### config.mk
export PLATFORM = sky130hd
export DESIGN_NAME = copm_top
export DESIGN_NICKNAME = d
export VERILOG_FILES = /design/src/core/copm_pkg.sv /design/src/core/copm_clk_path.sv /design/src/core/copm_top.sv
export SDC_FILE = /design/constraint.sdc
export NUM_CORES = 1
export LEC_CHECK = 0
export BUFFER_PORTS_ARGS = -buffer_cell sky130_fd_sc_hd__buf_2
export CAP_MARGIN = 5
export CORE_ASPECT_RATIO = 1.75
export CORE_MARGIN = 2
export CORE_UTILIZATION = 40
export DETAILED_ROUTE_END_ITERATION = 16
export PLACE_DENSITY = 0.69
export SLEW_MARGIN = 10
export SYNTH_ARGS = -nofsm -noshare
export SYNTH_HDL_FRONTEND = slang
export SYNTH_SLANG_ARGS = --single-unit
export TNS_END_PERCENT = 10
### constraint.sdc
create_clock -name aclk -period 2.1 [get_ports aclk]
set_input_delay 0.315 -clock aclk [delete_from_list [all_inputs] [get_ports aclk]]
set_output_delay 0.315 -clock aclk [all_outputs]
set_load 0.02 [all_outputs]
### src/core/copm_pkg.sv
// Purpose: Shared constants and types for the clock-output pin and MAC pad mux block.
// Assumes: AXI4-Lite register access, 32-bit data, one aligned word per register.
// Notes: Printed offsets are register indices; byte address is four times the index.
// Functional notes
// - Control bit 15 set: second indicator pin becomes transmit-error input, driver off.
// - Bit 8 set with clock function: output selected clock divided by two.
// - Source field bits 7-4, codes 0-7 pick the first eight internal clocks.
// - Source codes 8-14 pick interface, RMII, serdes, tick and DLL clocks.
// - Bit 3 set with clock function: invert the selected clock.
// - Function field bits 2-0 chooses what drives the clock-output pin.
// - Daisy-chain strap on second indicator pin forces function field to zero.
// - Bits 15-14 hold receive pin pull: none, up, down, reserved.
// - Bit 13 enables pull override on receive MAC pins.
// - Bits 12-11 hold transmit pin pull: none, up, down, reserved.
// - Bit 10 enables pull override on transmit MAC pins.
// - Bits 9-5 receive pad impedance code, read/write, reset zero.
// - Bits 4-0 transmit pad impedance code, read/write, reset zero.
// - Pad pull and impedance register at 456h, resets to zero.
// - Pin input status register at 457h, sixteen-bit read-only, resets zero.
// - Status bits report live pin levels while inputs forced; bit 12 reads zero.
`default_nettype none

package copm_pkg;
   localparam logic [11:0] IDX_CLK_CFG = 12'h453;
   localparam logic [11:0] IDX_PAD_CFG = 12'h456;
   localparam logic [11:0] IDX_PIN_STAT = 12'h457;
   localparam logic [15:0] PAD_CFG_RST = 16'h0000;
   localparam logic [15:0] CLK_CFG_WMASK = 16'h81FF;
   localparam int CLK_TXER_BIT = 15;
   localparam int CLK_DIV2_BIT = 8;
   localparam int CLK_SRC_LSB = 4;
   localparam int CLK_INV_BIT = 3;
   localparam int RX_PULL_LSB = 14;
   localparam int RX_OVR_BIT = 13;
   localparam int TX_PULL_LSB = 11;
   localparam int TX_OVR_BIT = 10;
   localparam int RX_IMP_LSB = 5;
   localparam int TX_IMP_LSB = 0;
   localparam int STAT_ZERO_BIT = 12;
   localparam logic [2:0] FUNC_RST_STRAP = 3'h0;
   localparam logic [2:0] FUNC_RST_NORM = 3'h1;
   localparam logic [3:0] SRC_UNDEF = 4'hF;
   localparam logic [1:0] RESP_OKAY = 2'h0;
   localparam logic [1:0] RESP_SLVERR = 2'h2;

   typedef enum logic [2:0] {
      FN_INDICATOR2,
      FN_CLOCK,
      FN_WAKE,
      FN_UNDERVOLT,
      FN_PTP_TX,
      FN_PTP_RX,
      FN_ESD,
      FN_IRQ
   } copm_func_t;

   typedef enum logic [1:0] {
      PULL_NONE,
      PULL_UP,
      PULL_DOWN,
      PULL_RSVD
   } copm_pull_t;

   typedef struct packed {
      logic txer_in;
      logic div2;
      logic [3:0] src;
      logic inv;
      copm_func_t func;
   } copm_clkcfg_t;

   typedef struct packed {
      logic pull_up;
      logic pull_down;
   } copm_pad_pull_t;
endpackage

`default_nettype wire

### src/core/copm_clk_path.sv
// Purpose: Selects, divides and inverts one of fifteen internal clocks.
// Assumes: Source clocks are sampled as ordinary inputs of aclk.
// Notes: Divider toggles on rising edges of the selected source.
`default_nettype none

module copm_clk_path (
   input wire logic aclk,
   input wire logic aresetn,
   input wire logic ce,
   input wire logic [14:0] src_clks,
   input wire logic [3:0] src_sel,
   input wire logic div2_en,
   input wire logic inv_en,
   output logic clk_out
);
   logic sel_w;
   logic sel_d_r;
   logic half_r;
   logic pre_w;
   logic out_r;

   // Undefined code gives a steady low
   assign sel_w = (src_sel == copm_pkg::SRC_UNDEF) ? 1'b0 : src_clks[src_sel];
   assign pre_w = div2_en ? half_r : sel_w;

   always_ff @(posedge aclk) begin
      if (!aresetn) begin
         sel_d_r <= 1'b0;
         half_r <= 1'b0;
         out_r <= 1'b0;
      end else if (ce) begin
         sel_d_r <= sel_w;
         if (sel_w && !sel_d_r) begin
            half_r <= ~half_r;
         end
         out_r <= (src_sel == copm_pkg::SRC_UNDEF) ? 1'b0 : (pre_w ^ inv_en);
      end
   end

   assign clk_out = out_r;
endmodule

`default_nettype wire

### src/core/copm_top.sv
// Purpose: Clock-output pin mux, indicator2 direction and MAC pad pull/impedance control.
// Assumes: AXI4-Lite slave, 12-bit index space, strap inputs valid during reset.
// Notes: Boot strap level is caught on the clock while reset is held; daisy strap acts every cycle.
`default_nettype none

module copm_top (
   input wire logic aclk,
   input wire logic aresetn,
   input wire logic ce,
   input wire logic [13:0] s_axi_awaddr,
   input wire logic s_axi_awvalid,
   output logic s_axi_awready,
   input wire logic [31:0] s_axi_wdata,
   input wire logic [3:0] s_axi_wstrb,
   input wire logic s_axi_wvalid,
   output logic s_axi_wready,
   output logic [1:0] s_axi_bresp,
   output logic s_axi_bvalid,
   input wire logic s_axi_bready,
   input wire logic [13:0] s_axi_araddr,
   input wire logic s_axi_arvalid,
   output logic s_axi_arready,
   output logic [31:0] s_axi_rdata,
   output logic [1:0] s_axi_rresp,
   output logic s_axi_rvalid,
   input wire logic s_axi_rready,
   input wire logic receive_bit3_boot_strap,
   input wire logic indicator2_daisy_strap,
   input wire logic [14:0] src_clks,
   input wire logic indicator2_func,
   input wire logic wake_frame_indicator,
   input wire logic undervolt_flag,
   input wire logic ptp_tx_event,
   input wire logic ptp_rx_event,
   input wire logic esd_event,
   input wire logic irq_level,
   input wire logic pins_input_forced,
   input wire logic [15:0] pin_levels,
   input wire logic indicator2_in,
   output logic clkout_pin,
   output logic indicator2_out,
   output logic indicator2_oe_n,
   output logic transmit_error_input,
   output logic rx_pull_up,
   output logic rx_pull_down,
   output logic tx_pull_up,
   output logic tx_pull_down,
   output logic [4:0] rx_impedance,
   output logic [4:0] tx_impedance
);
   copm_pkg::copm_clkcfg_t clk_cfg_r;
   logic [15:0] pad_cfg_r;
   logic [15:0] stat_r;
   logic aw_full_r;
   logic w_full_r;
   logic [11:0] aw_idx_r;
   logic [31:0] wdata_r;
   logic [3:0] wstrb_r;
   logic [1:0] bresp_r;
   logic bvalid_r;
   logic [31:0] rdata_r;
   logic [1:0] rresp_r;
   logic rvalid_r;
   logic clk_path_w;
   logic pin_nxt;
   logic pin_r;
   logic [15:0] clk_rd_w;
   logic [15:0] clk_wr_w;
   logic [15:0] pad_wr_w;
   logic [15:0] wmask_w;
   logic wr_go_w;
   logic wr_clk_w;
   logic wr_pad_w;
   logic wr_hit_w;
   logic [11:0] ar_idx_w;
   logic rd_go_w;
   logic rd_hit_w;
   logic [15:0] rd_val_w;
   copm_pkg::copm_pull_t rx_pull_w;
   copm_pkg::copm_pull_t tx_pull_w;

   // Write channel: address and data latched independently, either order
   assign s_axi_awready = !aw_full_r && !bvalid_r;
   assign s_axi_wready = !w_full_r && !bvalid_r;
   assign wr_go_w = aw_full_r && w_full_r && !bvalid_r;
   assign wr_clk_w = wr_go_w && (aw_idx_r == copm_pkg::IDX_CLK_CFG);
   assign wr_pad_w = wr_go_w && (aw_idx_r == copm_pkg::IDX_PAD_CFG);
   assign wr_hit_w = (aw_idx_r == copm_pkg::IDX_CLK_CFG) || (aw_idx_r == copm_pkg::IDX_PAD_CFG)
      || (aw_idx_r == copm_pkg::IDX_PIN_STAT);
   assign wmask_w = {{8{wstrb_r[1]}}, {8{wstrb_r[0]}}};
   // Struct is 10 bits; bits 14-9 of the register are reserved and read zero
   assign clk_rd_w = {clk_cfg_r.txer_in, 6'h00, clk_cfg_r.div2, clk_cfg_r.src, clk_cfg_r.inv, clk_cfg_r.func};
   assign clk_wr_w = (clk_rd_w & ~(wmask_w & copm_pkg::CLK_CFG_WMASK))
      | (wdata_r[15:0] & wmask_w & copm_pkg::CLK_CFG_WMASK);
   assign pad_wr_w = (pad_cfg_r & ~wmask_w) | (wdata_r[15:0] & wmask_w);

   // Read channel: one read in flight, answered the cycle after acceptance
   assign s_axi_arready = !rvalid_r;
   assign rd_go_w = s_axi_arvalid && !rvalid_r;
   assign ar_idx_w = s_axi_araddr[13:2];
   assign rd_hit_w = (ar_idx_w == copm_pkg::IDX_CLK_CFG) || (ar_idx_w == copm_pkg::IDX_PAD_CFG)
      || (ar_idx_w == copm_pkg::IDX_PIN_STAT);
   assign rd_val_w = (ar_idx_w == copm_pkg::IDX_CLK_CFG) ? clk_rd_w :
      (ar_idx_w == copm_pkg::IDX_PAD_CFG) ? pad_cfg_r :
      (ar_idx_w == copm_pkg::IDX_PIN_STAT) ? stat_r : 16'h0000;

   assign s_axi_bresp = bresp_r;
   assign s_axi_bvalid = bvalid_r;
   assign s_axi_rdata = rdata_r;
   assign s_axi_rresp = rresp_r;
   assign s_axi_rvalid = rvalid_r;

   always_ff @(posedge aclk) begin
      if (!aresetn) begin
         aw_full_r <= 1'b0;
         w_full_r <= 1'b0;
         aw_idx_r <= 12'h000;
         wdata_r <= 32'h00000000;
         wstrb_r <= 4'h0;
         bvalid_r <= 1'b0;
         bresp_r <= copm_pkg::RESP_OKAY;
      end else if (ce) begin
         if (s_axi_awvalid && s_axi_awready) begin
            aw_full_r <= 1'b1;
            aw_idx_r <= s_axi_awaddr[13:2];
         end
         if (s_axi_wvalid && s_axi_wready) begin
            w_full_r <= 1'b1;
            wdata_r <= s_axi_wdata;
            wstrb_r <= s_axi_wstrb;
         end
         if (wr_go_w) begin
            aw_full_r <= 1'b0;
            w_full_r <= 1'b0;
            bvalid_r <= 1'b1;
            bresp_r <= wr_hit_w ? copm_pkg::RESP_OKAY : copm_pkg::RESP_SLVERR;
         end else if (bvalid_r && s_axi_bready) begin
            bvalid_r <= 1'b0;
         end
      end
   end

   always_ff @(posedge aclk) begin
      if (!aresetn) begin
         rvalid_r <= 1'b0;
         rdata_r <= 32'h00000000;
         rresp_r <= copm_pkg::RESP_OKAY;
      end else if (ce) begin
         if (rd_go_w) begin
            rvalid_r <= 1'b1;
            rdata_r <= {16'h0000, rd_val_w};
            rresp_r <= rd_hit_w ? copm_pkg::RESP_OKAY : copm_pkg::RESP_SLVERR;
         end else if (rvalid_r && s_axi_rready) begin
            rvalid_r <= 1'b0;
         end
      end
   end

   // Configuration registers
   always_ff @(posedge aclk) begin
      if (!aresetn) begin
         clk_cfg_r <= '0;
         clk_cfg_r.func <= copm_pkg::copm_func_t'(receive_bit3_boot_strap ?
            copm_pkg::FUNC_RST_STRAP : copm_pkg::FUNC_RST_NORM);
         pad_cfg_r <= copm_pkg::PAD_CFG_RST;
      end else if (ce) begin
         if (wr_clk_w) begin
            clk_cfg_r <= copm_pkg::copm_clkcfg_t'({clk_wr_w[15], clk_wr_w[8:0]});
         end
         if (indicator2_daisy_strap) begin
            clk_cfg_r.func <= copm_pkg::FN_INDICATOR2;
         end
         if (wr_pad_w) begin
            pad_cfg_r <= pad_wr_w;
         end
      end
   end

   // Status sampled only while direction is forced to input
   always_ff @(posedge aclk) begin
      if (!aresetn) begin
         stat_r <= 16'h0000;
      end else if (ce) begin
         if (pins_input_forced) begin
            stat_r <= pin_levels & ~(16'h0001 << copm_pkg::STAT_ZERO_BIT);
         end
      end
   end

   copm_clk_path u_clk_path (
      .aclk(aclk),
      .aresetn(aresetn),
      .ce(ce),
      .src_clks(src_clks),
      .src_sel(clk_cfg_r.src),
      .div2_en(clk_cfg_r.div2),
      .inv_en(clk_cfg_r.inv),
      .clk_out(clk_path_w)
   );

   // Clock-output pin function select
   always_comb begin
      case (clk_cfg_r.func)
         copm_pkg::FN_INDICATOR2: pin_nxt = indicator2_func;
         copm_pkg::FN_CLOCK: pin_nxt = clk_path_w;
         copm_pkg::FN_WAKE: pin_nxt = wake_frame_indicator;
         copm_pkg::FN_UNDERVOLT: pin_nxt = undervolt_flag;
         copm_pkg::FN_PTP_TX: pin_nxt = ptp_tx_event;
         copm_pkg::FN_PTP_RX: pin_nxt = ptp_rx_event;
         copm_pkg::FN_ESD: pin_nxt = esd_event;
         copm_pkg::FN_IRQ: pin_nxt = irq_level;
         default: pin_nxt = 1'b0;
      endcase
   end

   always_ff @(posedge aclk) begin
      if (!aresetn) begin
         pin_r <= 1'b0;
      end else if (ce) begin
         pin_r <= pin_nxt;
      end
   end

   assign clkout_pin = pin_r;

   // Second indicator pin turns to an input for transmit error
   assign indicator2_oe_n = clk_cfg_r.txer_in;
   assign indicator2_out = clk_cfg_r.txer_in ? 1'b0 : indicator2_func;
   assign transmit_error_input = clk_cfg_r.txer_in & indicator2_in;

   // Reserved pull code falls back to no pull
   assign rx_pull_w = pad_cfg_r[13] ? copm_pkg::copm_pull_t'(pad_cfg_r[15:14]) : copm_pkg::PULL_NONE;
   assign tx_pull_w = pad_cfg_r[10] ? copm_pkg::copm_pull_t'(pad_cfg_r[12:11]) : copm_pkg::PULL_NONE;
   assign rx_pull_up = (rx_pull_w == copm_pkg::PULL_UP);
   assign rx_pull_down = (rx_pull_w == copm_pkg::PULL_DOWN);
   assign tx_pull_up = (tx_pull_w == copm_pkg::PULL_UP);
   assign tx_pull_down = (tx_pull_w == copm_pkg::PULL_DOWN);
   assign rx_impedance = pad_cfg_r[9:5];
   assign tx_impedance = pad_cfg_r[4:0];
endmodule

`default_nettype wire

# Yosys cells after proc, flatten, opt, wreduce, memory -nomap -nowiden
# Index checks and enable logic that the tools add are counted.
[totals]
register_bits = 99
inputBits = 114
output_inout_bits = 59
elab_cells = 118
[op_classes]
order_cmp = 1
eq_ne = 20
muxes = 27
n_bitwise = 10
reduce_logical = 39
[ops]
columns = ["operator", "n"]
rows = [
  ["$eq A12 B11 Y1 const B", 6],
  ["$and A16 B16 Y16", 3],
  ["$mux W16", 3],
  ["$not A16 Y16", 2],
  ["$or A16 B16 Y16", 2],
  ["$reduce_and A2 Y1", 13],
  ["$mux W1", 14],
  ["$eq A3 B3 Y1 const B", 4],
  ["$logic_and A1 B1 Y1", 12],
  ["$mux W3", 4],
  ["$mux W2", 4],
  ["$pmux W1 S8", 1],
  ["$reduce_bool A2 Y1", 4],
  ["$eq A3 B2 Y1 const B", 2],
  ["$logic_not A1 Y1", 5],
  ["$lt A4 B5 Y1 const B", 1],
  ["$bmux W1 S4", 1],
  ["$eq A2 B1 Y1 const B", 2],
  ["$eq A2 B2 Y1 const B", 2],
  ["$eq A4 B4 Y1 const B", 1],
  ["$logic_or A1 B1 Y1", 4],
  ["$eq A3 B1 Y1 const B", 1],
  ["$logic_not A3 Y1", 1],
  ["$ne A3 B1 Y1 const B", 1],
  ["4 further kinds", 4],
]

# Logic depth before layout (Yosys ltp)
# Gate-level depths: netlist of the first run.
[logic_depth]
word_depth = 7
depth_mapped = 7
depth_no_buf = 5

# Hierarchy
# A second synthesis of the first run with hierarchy kept.
[hier_totals]
hier_cells = 537
hier_area_um2 = 4596.9
[by_module_without_submodules]
columns = ["mod", "n_inst", "cells_each", "area_per_inst_um2"]
rows = [
  ["copm_top", 1, 504, 4292.9],
  ["copm_clk_path", 1, 33, 304.0],
]

# Worst setup path before layout of the first run
# OpenSTA, ideal clock, no wires.
[synth_path]
path_kind = "flip-flop to flip-flop"
from = "reg bvalid_r (netlist: s_axi_bvalid)"
to = "reg (tool-made name)"
t_arrival_ns = 1.613
required_time_ns = 1.986
setup_slack_ns = 0.373
stages_incl_launch_ff = 8
period_less_slack_ns = 1.727
path_cell_list = "dfxtp_1 > nand4b_4 > nand4b_4 > or3b_1 > buf_6 > buf_8 > nand3_2 > o21ai_2"
[synth_rtl]
columns = ["item", "line_no", "rtl"]
rows = [
  ["start: declaration", "copm_top.sv:60", "logic bvalid_r;"],
  ["start signal: assignment", "copm_top.sv:120", "bvalid_r <= 1'b0;"],
  ["start signal: assignment", "copm_top.sv:135", "bvalid_r <= 1'b1;"],
  ["start signal: assignment", "copm_top.sv:138", "bvalid_r <= 1'b0;"],
]

==> results of run 1 <==
## worst max-delay path, cell delays in order, from the launching register on
cell and delay [ns]:
dfxtp_1 0.48, nand4b_4 0.17, nand4b_4 0.21, nor3b_1 0.43, nand2_1 0.30, mux2i_1 0.18
## worst min-delay path by stage
stage               slack, ns  cells after the start        startpoint      endpoint
floorplan                0.44                      2       aw_idx_r[4]   aw_idx_r[4]
global placement         0.45                      2      aw_idx_r[10]  aw_idx_r[10]
detailed placement       0.45                      2      aw_idx_r[10]  aw_idx_r[10]
CTS                      0.21                      3  s_axi_awaddr[13]  aw_idx_r[11]
global route             0.21                      3  s_axi_awaddr[13]  aw_idx_r[11]
finish                   0.22                      3  s_axi_awaddr[13]  aw_idx_r[11]
## metal layers
metal	global-route usage	routed length, um
met1	0.219	4450
met2	0.302	5500
met3	0.0484	775
met4	0.0675	223
met5	0	0
## metrics by stage
stage	setup slack, ns	utilization	power (W)
6_report	0.203	0.497	0.00415
5_1_grt	0.00917	0.497	0.00434
4_1_cts	0.170	0.497	0.00420
3_5_place_dp	0.188	0.467	0.00243
3_3_place_gp	0.196	0.467	0.00242
2_1_floorplan	0.373	-	0.00228
## report_power, final
part           switching, W  leakage [nW]  total, W  internal (W)
Clock              0.000691         0.160   0.00177       0.00108
Combinational      0.000235          1.40  0.000415      0.000180
Sequential        0.0000497         0.797   0.00197       0.00192
## logic make-up (layout without fill, tap and decap cells)
logic type                Yosys count  in the layout  share of synthesized area
and+or+nand+nor                   218            218                      0.238
AOI/OAI and AO/OA                 121            121                      0.189
DFF                                97             97                      0.434
buffers and inverters              66            167                     0.0842
muxes                              21             21                     0.0517
other                               1             19                   0.000825
xor gates and xnor gates            1              1                    0.00193
## area by class of cell
cell class | count | area, um^2 | area share
repair buffers | 145 | 776 | 0.141
clock buffers | 10 | 239 | 0.0433
flip-flops and latches | 97 | 1970 | 0.357
well taps | 132 | 165 | 0.0299
inverters | 6 | 22.5 | 0.00408
diodes | 1 | 2.50 | 0.000453
multi-input cells | 379 | 2250 | 0.408
clock inverters | 6 | 88.8 | 0.0161
## cell usage in the layout (no fill, tap or decap), types with 8 or more instances in the layout
cell	instances
dfxtp_1	94
a21boi_0	50
a21oi_1	11
a221oi_1	10
conb_1	18
buf_2	130
nand2_1	143
mux2i_1	19
o21ai_2	8
nand3_1	22
clkbuf_16	9
o21ai_0	22
nor2_1	16
buf_4	14
==> qor.yml, run 1 <==
grt_pass1_wl_mm: 18.2
worstPathMaxFanout: 5
r2r_setup_slack_ns: 0.20
worstReg2RegStart: "w_full_r"
tns_ns: 0
cp-start-kind: "flip-flop"
yosys_warnings: 0
port_buffers: 131
startpoint: "w_full_r"
r2r_cells: 5
antenna_found_initial: 1
cts_buffer_depth: 2
required_ns: 2.31
place_inst: 759
syn2layout_area_growth_pct: 21.4
skew_ns: 0.00885
grt_pass1_vias: 3820
nets: 752
ant_nets: 0
hold_violations: 0
rsz0062_at_grt: "no"
fin_crit_ns: 1.90
fin_cells: 776
tightest_slew_ns: 0.542
overflow: 0
io_pins: 173
synth_top_area_cell: "dfxtp_1"
ir_worst_vdd_v: 0.000496
place_area_um2: 5190
cts_tree: "done"
synth_ff_type: "dfxtp_1"
num_vias: 3937
grt_usage: 0.180
drive_gt1_frac: 0.291
p_leak_nw: 2.35
die_w_um: 84.6
post-dp-hpwl_mm: 8.43
fin_crit_sh: 0.903
firstDrtPassIters: 4
outcome: "complete, no violations"
crit_path_end_kind: "flip-flop"
synthArstFlopShare: 0
wl_per_cell_um: 14.1
path_clk_slew_ns: 0.06
hold_slack_ns: 0.215
cts_hold_buf: 0
n_fill_cell: 1087
slew_headroom: 0.638
hp-class: "in2reg"
syn_area_um2: 4550
grt_max_degree: 60
viasPerCell: 5.07
yosysSeqAreaShare: 0.434
cts_buffers: 9
synthCells: 525
power_density_nw_per_um2: 753
drc: 0
gp_congestion: 0.853
wirelength_mm: 10.9
synthTopCellsByArea: "dfxtp_1 41%, nand2_1 12%, a21boi_0 8.3%, buf_4 4.8%, mux2i_1 4.2%"
ys_ff_latch: 97
core_um2: 11100
synth-edff-count: 3
path_class: "reg2reg"
setup_viol: 0
clkLatencyLatePin_ns: 0.34
h-tree-depth: 3
postCtsSetupBuffers: 0
synth.most_common_cell: "nand2_1"
synth_cell_types: 55
cts_num_sinks: 97
die_h_um: 145
max_cap_viol_count: 0
start_util: 0.409
synth_top_area_frac: 0.414
num_rows: 51
final_cell_area_um2: 5520
synth.avg_cell_area_um2: 8.66
synth_common_cells: "143 x nand2_1, 94 x dfxtp_1, 50 x a21boi_0"
critPathArrivalTime_ns: 2.11
max_freq_mhz: 527
drt_iter0_markers: 232
maxSlewViolCount: 0
dieArea_um2: 12300
cts_resized: 0
cts-root-buf: "clkbuf_16"
No activity file was read; power rests on OpenSTA's default activity.
==> run 2: changes to the inputs <==
--- a/config.mk
+++ b/config.mk
@@ -9,9 +9,9 @@
 export CAP_MARGIN = 5
 export CORE_ASPECT_RATIO = 1.75
 export CORE_MARGIN = 2
-export CORE_UTILIZATION = 40
+export CORE_UTILIZATION = 25
 export DETAILED_ROUTE_END_ITERATION = 16
-export PLACE_DENSITY = 0.69
+export PLACE_DENSITY = 0.48
 export SLEW_MARGIN = 10
 export SYNTH_ARGS = -nofsm -noshare
 export SYNTH_HDL_FRONTEND = slang
==> constraint.sdc (replaced) <==
create_clock -name aclk -period 1.9 [get_ports aclk]
set_input_delay 0.285 -clock aclk [delete_from_list [all_inputs] [get_ports aclk]]
set_output_delay 0.285 -clock aclk [all_outputs]
set_load 0.02 [all_outputs]
==> run 2 against run 1 <==
Final area rose by 3.4%. Global-route usage shrank 5.1 points. Sequential power grew 11%. Hold slack worse by 0.022 ns. Highest routed layer is now met5.
==> qor.yml, run 2 (synthesized netlist as in run 1, its figures left out) <==
wl_per_cell_um: 13.9  # -1.1%
antenna_found_initial: 2  # +1
holdPathStages: 3  # unchanged
place_area_um2: 5400  # +4.0%
cts_tree: "done"
ir_worst_vdd_v: 0.000374  # -25%
n_fill_cell: 1974  # +82%
p_int_w: 0.00336  # +5.6%
cts_num_sinks: 97  # unchanged
skew_ns: 0.00819  # -0.000661 ns
p_leak_nw: 2.40  # +1.8%
power_density_nw_per_um2: 783  # +4.0%
fin_crit_sh: 0.896  # -0.00728
tns_ns: 0  # unchanged
maxSlewViolCount: 0  # unchanged
gp_congestion: 0.799  # -6.4%
max_cap_viol_count: 0  # unchanged
worst-path-buf-inv: 1  # +1
num_rows: 65  # +27%
crit_family: "simple AND/OR/NAND/NOR gates"
grt_pass1_vias: 3932  # +2.9%
multiInputGateArea_um2: 2260  # +0.11%
place_inst: 870  # +15%
p_clk_frac: 0.405  # -0.021
cts_buffer_depth: 2  # unchanged
cts_buffers: 9  # unchanged
rsz0062_at_grt: "no"
num_vias: 3967  # +0.76%
clkLatencyLatePin_ns: 0.34  # about the same
grt_pass1_wl_mm: 20.0  # +9.9%
wirelength_mm: 12.4  # +13%
r2r_cells: 6  # +1
drc: 0  # unchanged
cp-start-kind: "flip-flop"
core_um2: 17900  # +61%
max_stage_delay_ns: 0.42  # -0.06 ns
critPathArrivalTime_ns: 1.94  # -0.17 ns
worstPathMaxFanout: 16  # +11
hold_path_end: "stat_r[9]"
fin_crit_ns: 1.70  # -0.194 ns
max_freq_mhz: 587  # +11%
h-tree-depth: 3  # unchanged
pwr-share-comb: 0.108  # +0.008
grt_max_degree: 59  # -1.7%
die_w_um: 106  # +25%
start_util: 0.254  # -0.155
fin_cells: 888  # +14%
crit_path_end_kind: "flip-flop"
design_power_total_w: 0.00447  # +7.5%
hold_violations: 0  # unchanged
crit_chain: "nor4b_4, nand4b_4, or3b_1, buf_12, nand3_1, o21ai_2"
die_h_um: 182  # +26%
cts-root-buf: "clkbuf_16"
overflow: 0  # unchanged
dieArea_um2: 19300  # +57%
final_common_cell: "nand2_1"
worstReg2RegStart: "aw_idx_r[7]"
drive_gt1_frac: 0.303  # +0.0124
grt_usage: 0.129  # -0.0510
critPathSlowestCell: "or3b_1"
required_ns: 2.14  # -0.17 ns
setup_viol: 0  # unchanged
layout_common_cells: "142 x nand2_1, 130 x buf_2, 93 x dfxtp_1"
final_cell_area_um2: 5710  # +3.4%
path_clk_slew_ns: 0.07  # about the same
drt_iter0_markers: 161  # -31%
outcome: "complete, no violations"
syn2layout_area_growth_pct: 25.5
firstDrtPassIters: 4  # unchanged
post-dp-hpwl_mm: 9.74  # +16%
port_buffers: 131  # unchanged
r2r_setup_slack_ns: 0.20  # about the same
viasPerCell: 4.47  # -12%
io_pins: 173  # unchanged
nets: 762  # +1.3%
cts_hold_buf: 0  # unchanged
p_sw_w: 0.00111  # +14%
path_class: "reg2reg"
sw_frac_of_total: 0.249  # +0.0137
ff_latch_area_um2: 1970  # about the same
p_seq_frac: 0.487  # +0.013
hp-start: "pin_levels[9]"
ant_nets: 0  # unchanged
hp-class: "in2reg"
-- run 2: how the worst max path moves through the flow --
stage	from	end	slack [ns]	depth (start not counted)
after global placement	aw_idx_r[11]	flip-flop	0.18	6
after CTS	aw_idx_r[11]	flip-flop	0.15	6
after floorplan	s_axi_bvalid	flip-flop	0.17	7
after global routing	aw_idx_r[7]	clk_cfg_r[1]	0.06	5
after detailed placement	s_axi_araddr[9]	s_axi_rdata[9]	0.11	7
final	aw_idx_r[7]	flip-flop	0.20	6
-- run 2: repair_timing --
action,4_1_cts,5_1_grt
endpoints found under the setup margin,0,3
gates resized for setup,0,2
setup buffers,0,1
-- run 2: layout make-up --
cell class,instances,share of cell area
Antenna cell,1,0.000439
Multi-Input combinational cell,379,0.396
Tap cell,234,0.0513
Clock buffer,10,0.0401
Inverter,6,0.00395
Clock inverter,6,0.0116
Sequential cell,97,0.346
Timing Repair Buffer,155,0.151
-- run 2: stage by stage --
| step | setup WS (ns) | hold WS, ns | util |
|---|---|---|---|
| 2_1_floorplan | 0.173 | 0.420 | - |
| 3_3_place_gp | 0.181 | 0.450 | 0.302 |
| 3_5_place_dp | 0.109 | 0.454 | 0.302 |
| 4_1_cts | 0.148 | 0.180 | 0.318 |
| 5_1_grt | 0.0629 | 0.187 | 0.319 |
| 6_report | 0.198 | 0.193 | 0.319 |
-- run 2: per-layer routing --
metal	routed length (um)	track usage	vias up
li1	-	-	2005
met1	5260	0.158	1824
met2	6150	0.225	125
met3	773	0.0250	11
met4	187	0.0447	2
met5	11	0	-
-- run 2: tightest hold or removal path, cell delays in order --
cell and delay, ns:
buf_2 0.10, nand2_1 0.04, a21boi_0 0.06
-- run 2: power by group through the flow --
stage / Sequential (W) / Clock, W / Combinational, W
floorplan: 0.00223 / 0 / 0.000289
global placement: 0.00222 / 0 / 0.000477
detailed placement: 0.00222 / 0 / 0.000487
CTS: 0.00217 / 0.00187 / 0.000489
global route: 0.00218 / 0.00195 / 0.000539
finish: 0.00218 / 0.00181 / 0.000484
==> run 3: changes to the inputs <==
--- a/config.mk
+++ b/config.mk
@@ -5,13 +5,13 @@
 export SDC_FILE = /design/constraint.sdc
 export NUM_CORES = 1
 export LEC_CHECK = 0
-export BUFFER_PORTS_ARGS = -buffer_cell sky130_fd_sc_hd__buf_2
 export CAP_MARGIN = 5
 export CORE_ASPECT_RATIO = 1.75
 export CORE_MARGIN = 2
 export CORE_UTILIZATION = 25
 export DETAILED_ROUTE_END_ITERATION = 16
-export PLACE_DENSITY = 0.48
+export DONT_BUFFER_PORTS = 1
+export PLACE_DENSITY = 0.4
 export SLEW_MARGIN = 10
 export SYNTH_ARGS = -nofsm -noshare
 export SYNTH_HDL_FRONTEND = slang
==> constraint.sdc (replaced) <==
create_clock -name aclk -period 2.1 [get_ports aclk]
set_input_delay 0.315 -clock aclk [delete_from_list [all_inputs] [get_ports aclk]]
set_output_delay 0.315 -clock aclk [all_outputs]
set_load 0.02 [all_outputs]
==> run 3 against run 2 <==
Clock skew is 0.0036 ns lower. Sequential power down 9%. Worst setup slack gained 0.14 ns. Clock power fell by 10%. Largest power group unchanged.
==> qor.yml, run 3 (synthesized netlist as in run 1, its figures left out) <==
fin_crit_sh: 0.841  # -0.0555
cts_hold_buf: 0  # unchanged
num_vias: 3456  # -13%
dieArea_um2: 19300  # unchanged
final_common_cell: "nand2_1"
wl_per_cell_um: 16.3  # +17%
crit_path_end_kind: "flip-flop"
sw_frac_of_total: 0.240  # -0.00911
setup_viol: 0  # unchanged
required_ns: 2.33  # +0.19 ns
holdPathStages: 1  # -2
drc: 0  # unchanged
port_buffers: 0  # -100%
cts_num_sinks: 97  # unchanged
place_ws_ns: 0.221  # +0.111 ns
wirelength_mm: 12.1  # -1.9%
worstPathMaxFanout: 16  # unchanged
drt_iter0_markers: 179  # +11%
h-tree-depth: 3  # unchanged
grt_max_degree: 117  # +98%
gp_congestion: 0.754  # -5.5%
clkLatencyLatePin_ns: 0.34  # about the same
cts_tree: "done"
p_seq_frac: 0.516  # +0.029
postCtsSetupBuffers: 0  # unchanged
power_density_nw_per_um2: 784  # +0.15%
max_cap_viol_count: 0  # unchanged
overflow: 0  # unchanged
r2r_cells: 6  # unchanged
post-dp-hpwl_mm: 9.26  # -5.0%
path_clk_slew_ns: 0.07  # about the same
cts_buffer_depth: 2  # unchanged
firstDrtPassIters: 6  # +2
path_class: "reg2reg"
hp-class: "in2reg"
die_w_um: 106  # unchanged
place_inst: 729  # -16%
hold_slack_ns: 0.0826  # -0.111 ns
layout_common_cells: "143 x nand2_1, 94 x dfxtp_1, 50 x a21boi_0"
maxSlewViolCount: 0  # unchanged
finalCoreUtilization: 0.275  # -0.0435
slew_headroom: 0.628
p_leak_nw: 1.76  # -27%
max_freq_mhz: 567  # -3.5%
drive_gt1_frac: 0.104  # -0.199
critPathArrivalTime_ns: 1.99  # +0.05 ns
tightest_slew_ns: 0.557
io_pins: 173  # unchanged
nets: 620  # -19%
tns_ns: 0  # unchanged
syn2layout_area_growth_pct: 8.42
p_sw_w: 0.000925  # -17%
rsz0062_at_grt: "no"
cts_resized: 0  # unchanged
core_um2: 17900  # unchanged
fin_cells: 746  # -16%
fin_crit_ns: 1.77  # +0.0627 ns
skew_ns: 0.00457  # -0.00362 ns
cts_buffers: 9  # unchanged
grt_pass1_wl_mm: 18.8  # -6.0%
hold_violations: 0  # unchanged
num_rows: 65  # unchanged
outcome: "complete, no violations"
pwr-share-comb: 0.064  # -0.044
cp-start-kind: "flip-flop"
timing.final.ws_setup_ns: 0.335  # +0.137 ns
ir_worst_vdd_v: 0.000343  # -8.5%
p_clk_frac: 0.419  # +0.014
cts-root-buf: "clkbuf_16"
viasPerCell: 4.63  # +3.7%
antenna_found_initial: 4  # +2
ant_nets: 0  # unchanged
grt_pass1_vias: 3340  # -15%
die_h_um: 182  # unchanged
start_util: 0.254  # unchanged
p_int_w: 0.00294  # -12%
grt_usage: 0.126  # -0.00355
==> run 3: critical path: stages (launching register included) <==
cell and delay [ns]:
dfxtp_1 0.34, nor4b_4 0.39, nand4b_4 0.15, or3b_1 0.38, buf_4 0.22, nand3_1 0.12, o21ai_2 0.06
==> run 3: layout make-up <==
| class | instances | area [um^2] |
|---|---|---|
| flip-flops and latches | 97 | 1970 |
| repair buffers | 13 | 97.6 |
| clock buffers | 10 | 229 |
| well taps | 234 | 293 |
| clock inverters | 5 | 55.1 |
| inverters | 6 | 22.5 |
| diodes | 2 | 5.00 |
| multi-input cells | 379 | 2250 |
| fillers | 1933 | 13000 |
==> run 3: power by group through the flow <==
stage          registers, W  clock network (W)  logic [W]
2_1_floorplan       0.00202                  0   0.000261
6_report            0.00199            0.00162   0.000248
5_1_grt             0.00200            0.00177   0.000283
3_5_place_dp        0.00204                  0   0.000254
3_3_place_gp        0.00203                  0   0.000249
4_1_cts             0.00199            0.00170   0.000255
==> run 3: per-stage QoR <==
stage	power (W)	area (um^2)
floorplan	0.00228	4610
finish	0.00386	4930
CTS	0.00395	4920
global placement	0.00228	4640
detailed placement	0.00229	4640
global route	0.00406	4930
==> run 3: path summary, 6_finish.rpt <==
check	start	to	slack (ns)
worst min-delay path	ce	u_clk_path.sel_d_r	0.08
worst max register to register	aw_idx_r[11]	flip-flop	0.33
worst max-delay path	aw_idx_r[11]	flip-flop	0.33
worst min register to register	aw_idx_r[3]	aw_idx_r[3]	0.46
==> run 3: layer usage <==
layer	routed length (um)	up-vias	global-route usage
met2	6150	118	0.217
met4	142	2	0.0395
met1	4880	1605	0.145
li1	-	1721	-
met3	965	10	0.0439
met5	13	-	0
